<file path="src/shared/soi_pkg.sv">
package soi_pkg;

	// ==========================================================
	// Timing
	localparam int unsigned CLK_MHZ        = 200;
	localparam int unsigned MIN_LOW_US     = 30;
	localparam int unsigned MIN_LOW_CYC    = MIN_LOW_US * CLK_MHZ;
	localparam int unsigned TX_PULSE_US    = 30;
	localparam int unsigned TX_PULSE_CYC   = TX_PULSE_US * CLK_MHZ;

	// ==========================================================
	// Register map
	localparam logic [3:0] ADDR_CTRL   = 4'h0;
	localparam logic [3:0] ADDR_PWM_PER = 4'h4;
	localparam logic [3:0] ADDR_PWM_DUTY = 4'h8;
	localparam logic [3:0] ADDR_STATUS = 4'hc;

	localparam int unsigned CTRL_FUNC_LSB = 0;
	localparam int unsigned CTRL_INV_BIT  = 2;
	localparam int unsigned CTRL_OVAL_LSB = 3;
	localparam int unsigned CTRL_ON_BIT   = 5;
	localparam int unsigned CTRL_OFF_BIT  = 6;

	localparam int unsigned STAT_ON_BIT   = 0;
	localparam int unsigned STAT_LVL_BIT  = 1;
	localparam int unsigned STAT_PIN_BIT  = 2;

	localparam logic [15:0] PWM_PER_RST  = 16'h00c8;
	localparam logic [15:0] PWM_DUTY_RST = 16'h0064;

	// ==========================================================
	// Types
	typedef enum logic [1:0] {
		SOI_FN_SYNC = 2'h0,
		SOI_FN_IN   = 2'h1,
		SOI_FN_OUT  = 2'h2
	} soi_func_t;

	typedef enum logic [1:0] {
		SOI_OV_ONE  = 2'h0,
		SOI_OV_ZERO = 2'h1,
		SOI_OV_PWM  = 2'h2
	} soi_oval_t;

	typedef struct packed {
		logic       oe;
		logic       out;
	} soi_pin_drv_t;

	typedef struct packed {
		logic [3:0]  addr;
		logic [31:0] wdata;
		logic        wr;
		logic        rd;
	} soi_bus_req_t;

endpackage : soi_pkg

</file>
<file path="src/rtl/soi_pwm.sv">
`timescale 1ns/1ps
module soi_pwm
	import soi_pkg::*;
#(
	parameter int unsigned W = 16
) (
	// Clock and reset
	input  wire logic         sys_clk,
	input  wire logic         sys_rst,
	// Settings
	input  wire logic [W-1:0] period,
	input  wire logic [W-1:0] duty,
	// Waveform
	output logic              pwm
);

	typedef struct packed {
		logic [W-1:0] cnt;
		logic         pwm;
	} soi_pwm_st_t;

	soi_pwm_st_t st_reg;
	soi_pwm_st_t st_next;

	// ==========================================================
	// Counter
	// A period of zero holds the counter at zero, so the output stays high for any nonzero duty.
	always_comb begin
		st_next = st_reg;
		if (st_reg.cnt + W'(1) >= period) begin
			st_next.cnt = '0;
		end else begin
			st_next.cnt = st_reg.cnt + W'(1);
		end
		st_next.pwm = (st_reg.cnt < duty);
	end

	always_ff @(posedge sys_clk) begin
		if (sys_rst) begin
			st_reg <= '0;
		end else begin
			st_reg <= st_next;
		end
	end

	assign pwm = st_reg.pwm;
endmodule : soi_pwm

</file>
<file path="src/rtl/soi_line.sv">
`timescale 1ns/1ps
module soi_line
	import soi_pkg::*;
#(
	parameter int unsigned PWM_W   = 16,
	parameter int unsigned MIN_LOW = MIN_LOW_CYC,
	parameter int unsigned TX_LEN  = TX_PULSE_CYC
) (
	// Clock and reset
	input  wire logic        sys_clk,
	input  wire logic        sys_rst,
	// Register port
	input  wire logic [3:0]  reg_addr,
	input  wire logic [31:0] reg_wdata,
	input  wire logic        reg_wr,
	input  wire logic        reg_rd,
	output logic      [31:0] reg_rdata,
	// Output switch requests from the front panel
	input  wire logic        sw_on_req,
	input  wire logic        sw_off_req,
	output logic             out_on,
	// Line pin
	input  wire logic        line_in,
	output logic             line_out,
	output logic             line_oe
);

	localparam int unsigned CW = 16;

	typedef struct packed {
		soi_func_t         func;
		logic              inv;
		soi_oval_t         oval;
		logic [PWM_W-1:0]  per;
		logic [PWM_W-1:0]  duty;
		logic              on;
		logic [1:0]        sync;
		logic [CW-1:0]     low_cnt;
		logic              accepted;
		logic [CW-1:0]     tx_cnt;
		logic [31:0]       rdata;
	} soi_st_t;

	soi_st_t st_reg;
	soi_st_t st_next;
	logic    pwm;
	logic    lvl;
	logic    rx_pulse;
	logic    off_evt;

	function automatic logic to_pin(input logic v, input logic inv);
		return inv ? v : ~v;
	endfunction : to_pin

	soi_pwm #(
		.W      (PWM_W)
	) u_pwm (
		.sys_clk(sys_clk),
		.sys_rst(sys_rst),
		.period (st_reg.per),
		.duty   (st_reg.duty),
		.pwm    (pwm)
	);

	// ==========================================================
	// Line receive
	// The logical level is active high: asserted means the pin sits low,
	// or high when inverted. Our own pulse is masked so we never retrigger.
	assign lvl = st_reg.inv ? st_reg.sync[1] : ~st_reg.sync[1];
	assign rx_pulse = (st_reg.func == SOI_FN_SYNC) && lvl
		&& (st_reg.low_cnt == CW'(MIN_LOW - 1)) && !st_reg.accepted
		&& (st_reg.tx_cnt == '0);
	assign off_evt = st_reg.on
		&& (sw_off_req || (rx_pulse && !sw_on_req));

	// ==========================================================
	// Next state
	always_comb begin
		st_next = st_reg;
		st_next.sync = {st_reg.sync[0], line_in};
		if (lvl) begin
			if (st_reg.low_cnt != CW'(MIN_LOW - 1)) begin
				st_next.low_cnt = st_reg.low_cnt + CW'(1);
			end
			if (rx_pulse) begin
				st_next.accepted = 1'b1;
			end
		end else begin
			st_next.low_cnt  = '0;
			st_next.accepted = 1'b0;
		end
		// While on, switch-off wins over on, and on wins over a received pulse; a pulse while off does nothing.
		if (off_evt) begin
			st_next.on = 1'b0;
		end else if (sw_on_req) begin
			st_next.on = 1'b1;
		end
		if (st_reg.tx_cnt != '0) begin
			st_next.tx_cnt = st_reg.tx_cnt - CW'(1);
		end else if (off_evt && (st_reg.func == SOI_FN_SYNC)) begin
			st_next.tx_cnt = CW'(TX_LEN);
		end
		st_next.rdata = '0;
		if (reg_rd) begin
			case (reg_addr)
				ADDR_CTRL: begin
					st_next.rdata[CTRL_FUNC_LSB +: 2] = st_reg.func;
					st_next.rdata[CTRL_INV_BIT]        = st_reg.inv;
					st_next.rdata[CTRL_OVAL_LSB +: 2] = st_reg.oval;
				end
				ADDR_PWM_PER: begin
					st_next.rdata[PWM_W-1:0] = st_reg.per;
				end
				ADDR_PWM_DUTY: begin
					st_next.rdata[PWM_W-1:0] = st_reg.duty;
				end
				ADDR_STATUS: begin
					st_next.rdata[STAT_ON_BIT]  = st_reg.on;
					st_next.rdata[STAT_LVL_BIT] = lvl;
					st_next.rdata[STAT_PIN_BIT] = st_reg.sync[1];
				end
				default: begin
					st_next.rdata = '0;
				end
			endcase
		end
		if (reg_wr) begin
			case (reg_addr)
				ADDR_CTRL: begin
					st_next.func = soi_func_t'(reg_wdata[CTRL_FUNC_LSB +: 2]);
					st_next.inv  = reg_wdata[CTRL_INV_BIT];
					st_next.oval = soi_oval_t'(reg_wdata[CTRL_OVAL_LSB +: 2]);
				end
				ADDR_PWM_PER: begin
					st_next.per = reg_wdata[PWM_W-1:0];
				end
				ADDR_PWM_DUTY: begin
					st_next.duty = reg_wdata[PWM_W-1:0];
				end
				default: begin
				end
			endcase
		end
	end

	always_ff @(posedge sys_clk) begin
		if (sys_rst) begin
			st_reg      <= '0;
			st_reg.func <= SOI_FN_SYNC;
			st_reg.inv  <= 1'b0;
			st_reg.oval <= SOI_OV_ONE;
			st_reg.per  <= PWM_W'(PWM_PER_RST);
			st_reg.duty <= PWM_W'(PWM_DUTY_RST);
			st_reg.sync <= 2'h3;
		end else begin
			st_reg <= st_next;
		end
	end

	// ==========================================================
	// Pin drive
	// Sync mode drives only while a pulse is out, leaving the shared line
	// free for the other instrument the rest of the time.
	always_comb begin
		line_oe  = 1'b0;
		line_out = to_pin(1'b0, st_reg.inv);
		case (st_reg.func)
			SOI_FN_SYNC: begin
				line_oe  = (st_reg.tx_cnt != '0);
				line_out = to_pin(1'b1, st_reg.inv);
			end
			SOI_FN_OUT: begin
				line_oe = 1'b1;
				case (st_reg.oval)
					SOI_OV_ONE:  line_out = to_pin(1'b1, st_reg.inv);
					SOI_OV_ZERO: line_out = to_pin(1'b0, st_reg.inv);
					SOI_OV_PWM:  line_out = to_pin(pwm, st_reg.inv);
					default:     line_out = to_pin(1'b0, st_reg.inv);
				endcase
			end
			default: begin
				line_oe = 1'b0;
			end
		endcase
	end

	assign out_on    = st_reg.on;
	assign reg_rdata = st_reg.rdata;
endmodule : soi_line

</file>
<file path="config.mk">
export PLATFORM = sky130hd
export DESIGN_NAME = soi_line
export DESIGN_NICKNAME = d
export VERILOG_FILES = /design/src/shared/soi_pkg.sv /design/src/rtl/soi_pwm.sv /design/src/rtl/soi_line.sv
export SDC_FILE = /design/constraint.sdc
export NUM_CORES = 1
export LEC_CHECK = 0
export ABC_AREA = 1
export BUFFER_PORTS_ARGS = -buffer_cell sky130_fd_sc_hd__clkbuf_2
export CAP_MARGIN = 20
export CORE_MARGIN = 4
export CORE_UTILIZATION = 60
export CTS_BUF_LIST = sky130_fd_sc_hd__clkbuf_8
export CTS_CLUSTER_DIAMETER = 80
export DETAILED_ROUTE_END_ITERATION = 8
export GPL_ROUTABILITY_DRIVEN = 0
export PLACE_DENSITY = 0.83
export SLEW_MARGIN = 20
export SYNTH_ARGS = -nofsm -noshare
export SYNTH_HDL_FRONTEND = slang
export SYNTH_SLANG_ARGS = --single-unit
</file>
<file path="constraint.sdc">
create_clock -name sys_clk -period 6.4 [get_ports sys_clk]
set_input_delay 0.96 -clock sys_clk [delete_from_list [all_inputs] [get_ports sys_clk]]
set_output_delay 0.96 -clock sys_clk [all_outputs]
set_load 0.01 [all_outputs]
</file>
Yosys cells after proc, flatten, opt, wreduce, memory -nomap -nowiden
Index checks and enable logic that the tools add are counted.
{"block": "totals", "register_bits": 122, "inputBits": 43, "out_inout_bits": 35, "wordCells": 65}
{"block": "classes", "n_addsub": 3, "order_cmp": 2, "n_eq_ne": 7, "muxes": 12, "bitwise_logic": 4, "reduce_logical": 23}
{"op": "$add A16 B1 Y16 const B", "count": 2}
{"op": "$mux W16", "count": 2}
{"op": "$pmux W11 S2", "count": 1}
{"op": "$eq A16 B13 Y1 const B", "count": 1}
{"op": "$ge A16 B16 Y1", "count": 1}
{"op": "$logic_not A16 Y1", "count": 1}
{"op": "$lt A16 B16 Y1", "count": 1}
{"op": "$ne A16 B13 Y1 const B", "count": 1}
{"op": "$reduce_bool A16 Y1", "count": 1}
{"op": "$sub A16 B1 Y16 const B", "count": 1}
{"op": "$pmux W3 S4", "count": 1}
{"op": "$eq A4 B4 Y1 const B", "count": 2}
{"op": "$reduce_or A2 Y1", "count": 4}
{"op": "$logic_and A1 B1 Y1", "count": 7}
{"op": "$pmux W1 S2", "count": 3}
{"op": "$pmux W2 S3", "count": 1}
{"op": "$reduce_and A2 Y1", "count": 3}
{"op": "$eq A2 B2 Y1 const B", "count": 2}
{"op": "$eq A4 B3 Y1 const B", "count": 1}
{"op": "$logic_not A2 Y1", "count": 2}
{"op": "$logic_not A4 Y1", "count": 1}
{"op": "$mux W1", "count": 4}
{"op": "$not A1 Y1", "count": 4}
{"op": "$logic_not A1 Y1", "count": 2}
{"op": "other kinds (2)", "count": 2}

Longest topological paths before layout
{"block": "logic_depth", "word_depth": 12, "ltp_mapped": 17, "mapped_depth_nobuf": 16}

Hierarchy
Synthesis repeated with hierarchy kept, for this count alone.
{"block": "hier_totals", "hier_cells": 758, "area_unflattened_um2": 5607.9}
{"module": "soi_line", "instances": 1, "cells_per_inst": 516, "area_per_inst_um2": 3953.8, "seq_area_each_um2": 1781.7}
{"module": "soi_pwm", "instances": 1, "cells_per_inst": 242, "area_per_inst_um2": 1654.1, "seq_area_each_um2": 340.3}

Least setup slack after synthesis
No wires, ideal clock.
{"block": "synth_path", "kind": "flip-flop to flip-flop", "start": "register u_pwm.st_reg[1] in the netlist's numbering", "end": "register u_pwm.st_reg[10] in the netlist's numbering", "setup_time_ns": 0.119, "arrival_ns": 2.589, "required_ns": 6.281, "path_slack_ns": 3.693, "path_stages_with_launch": 18, "path_buffers": 1, "synth_period_minus_slack_ns": 2.707, "cell_sequence": "dfxtp_1 > ha_1 > nand3_1 > nor2_1 > nand3_1 > nor3_2 > nand4_1 > xor2_1 > inv_1 > ha_1 > nand2_1 > inv_1 > nand3_1 > nor3_1 > nand3_1 > nand4_1 > buf_2 > nor2_1"}
{"block": "synth_between", "elab_chain_len": 3}
{"element": "from (decl)", "line_no": "soi_pwm.sv:22", "rtl": "soi_pwm_st_t st_reg;"}
{"element": "from (signal assigned)", "line_no": "soi_pwm.sv:42", "rtl": "st_reg <= st_next;"}
{"element": "$add A16 B1 Y16 *", "line_no": "soi_pwm.sv:30, soi_pwm.sv:33"}
{"element": "$ge A16 B16 Y1", "line_no": "soi_pwm.sv:30", "rtl": "if (st_reg.cnt + W'(1) >= period) begin"}
{"element": "$reduce_or A2 Y1 (no source line)"}
Every way passes the cells marked *; elsewhere a longest branch is shown, timed or not.
A chain may end at the register's enable or synchronous reset.

Worst setup path after layout
{"block": "layout_path", "start": "register u_pwm.st_reg[1] in the netlist's numbering", "end": "register u_pwm.st_reg[16] in the netlist's numbering"}
Same word-level chain as after synthesis.

==> results.toml <==
[power]
ir_worst_vdd_mv = 0.1525
power_density_mw_per_mm2 = 253.6
leakage_nw = 2.524
p_total_mw = 1.447

[grt]
grt_max_degree = 34
antenna_found_initial = 0
grt_usage_pct = 22.11
grt_pass1_wl_um = 18730
overflow = 0
grt_pass1_vias = 4190

[yosys]
yosysTopAreaCell = "dfxtp_1"
async_flop_share_pct = 0
synth_edf_count = 0
seq_area_frac_synth_pct = 39.27
yosys.area.top_type_share_pct = 39.27
yosysMostFrequentCell = "dfxtp_1"
synthTopCellsByArea = "dfxtp_1 39%, ha_1 7.9%, inv_1 7.2%"
synth_common_cells = "106 x dfxtp_1, 104 x inv_1, 86 x nand2_1, 75 x a21oi_1, 64 x nor2_1"
syn_inst = 707
synthDistinctLibCells = 39
yosys_register_bits = 106
synth_warnings = 0
syn_area_sq_mm = 0.005404
synth_area_per_cell_sq_um = 7.643
ys.flop_type = "dfxtp_1"

[worst_setup_path]
worstSetupEndpointType = "flop"
crit_arrival_ns = 3.71
worstSetupPathType = "reg -> reg"
required_ns = 6.69
cp_max_fo = 16
critPathLaunchType = "flop"

[sta]
finalClockSkew_ns = 0.01283
hold_viol = 0
max_slew_margin_pct = 54.34
worst_pin_slew_ns = 0.6841
fin_crit_ns = 3.419
fin_tns_setup_ns = 0
max_freq_mhz = 292.5
final-max-slew-violation-count = 0
finalCritPeriodShare_pct = 53.43
setup_viol = 0
rsz0062_at_grt = "no"

[cts]
root_buffer = "clkbuf_8"
cts_setup_buffers = 0
h-tree-depth = 3
clk_latency_ns = 0.37
ctsHoldBuffers = 0
clock_sinks = 106
clkTransAtPathRegs_ns = 0.11
cts.repair.resized = 0
cts_made_buffers = 9
cts_tree = "yes"
cts_buffer_depth = 2

[floorplan]
fp.dieW_um = 102.9
initial_core_util_pct = 61.66
num_io_pins = 78
fp-row-count = 34
core-area_sq_mm = 0.008763
die_y_um = 102.9
die-area_sq_mm = 0.01059

[layout]
layout.nets = 810
stdcell_count = 846
largest_reg_flops = 71
n_antenna_cell = 0
drive_above_1_share_pct = 13.55
area.growth.synth_to_final_pct = 5.603

[placed_design]
post-dp-hpwl_um = 8691
dpl.cell_count = 830
port_buffers = 45

[drt]
drc_errors = 0
route.met2.wl_um = 5204
met1_length_um = 5110
viasPerCell = 5.413
drt_wl_total_um = 11270
first_iter_violations = 302
highest_layer = "met4"
firstDrtPassIters = 5
vias = 4579
wl_met3_um = 748
wl_per_cell_um = 13.32
final_antenna_net_count = 0

[flow_run]
cap_violations = 0

[status]
outcome = "completed"

[min_path]
min_path_type = "reg -> reg"
-- routing by layer --
| metal | GRT usage, % | vias up |
|---|---|---|
| met1 | 30.72 | 2111 |
| met3 | 3.248 | 21 |
| met5 | 0 | - |
| met2 | 35.52 | 151 |
| met4 | 6.972 | 0 |
| li1 | - | 2296 |
-- path summary, 6_finish.rpt --
kind              depth (start not counted)          endpoint       startpoint  slack, ns
setup / recovery                         16  u_pwm.st_reg[16]  u_pwm.st_reg[1]       2.98
setup reg to reg                         16  u_pwm.st_reg[16]  u_pwm.st_reg[1]       2.98
hold reg to reg                           1        st_reg[66]      st_next[66]       0.43
hold / removal                            1        st_reg[66]      st_next[66]       0.43
-- kinds of logic after synthesis --
| logic type | Yosys count | share of synthesized area (%) |
|---|---|---|
| other | 1 | 0.06939 |
| flip-flops | 106 | 39.27 |
| buffers and inverters | 156 | 13.31 |
| adder cells (fa/ha/maj) | 34 | 7.872 |
| XOR/XNOR | 28 | 4.538 |
| AO/OA/AOI/OAI | 149 | 14.77 |
| AND/OR/NAND/NOR | 233 | 20.17 |
-- final cells by class --
type / instances / area (sq um)
multi-input cells: 460 / 2619
clock inverters: 7 / 61.31
flip-flops and latches: 106 / 2122
well taps: 108 / 135.1
repair buffers: 46 / 232.7
clock buffers: 9 / 123.9
inverters: 110 / 412.9
fillers: 720 / 3057
-- placed cells by master, fill, tap and decap left out, types with 16 or more instances in the layout --
cell type,instances
xor2_1,23
nand3_1,19
a21oi_1,75
inv_1,104
nor3_1,18
o21ai_0,50
nand2_1,86
ha_1,34
conb_1,16
dfxtp_1,106
clkbuf_2,45
nor2_1,64
-- power breakdown --
| group | switching (mW) | internal, mW |
|---|---|---|
| clock | 0.244 | 0.149 |
| sequential | 0.0340 | 0.701 |
| combinational | 0.198 | 0.122 |
-- critical path, stage by stage (launching register included) --
cell,delay (ns)
dfxtp_1,0.41
ha_1,0.21
nand3_1,0.12
nor2_1,0.20
nand3_1,0.16
nor3_2,0.23
nand4_1,0.15
xor2_1,0.20
inv_1,0.06
ha_1,0.26
nand2_1,0.07
inv_1,0.05
nand3_1,0.08
inv_1,0.05
a21oi_1,0.19
nand4_1,0.57
nor2b_1,0.33
-- through the flow --
stage / setup slack [ns] / area (sq um) / hold slack (ns) / util (%)
after floorplan: 3.693 / 5460 / 0.3895 / -
after global placement: 3.243 / 5522 / 0.4125 / 63.01
after detailed placement: 3.014 / 5522 / 0.4142 / 63.01
after CTS: 2.940 / 5707 / 0.4439 / 65.12
after global routing: 2.598 / 5707 / 0.4662 / 65.12
final: 2.981 / 5707 / 0.4307 / 65.12
Power figures use the tool's default switching activity.
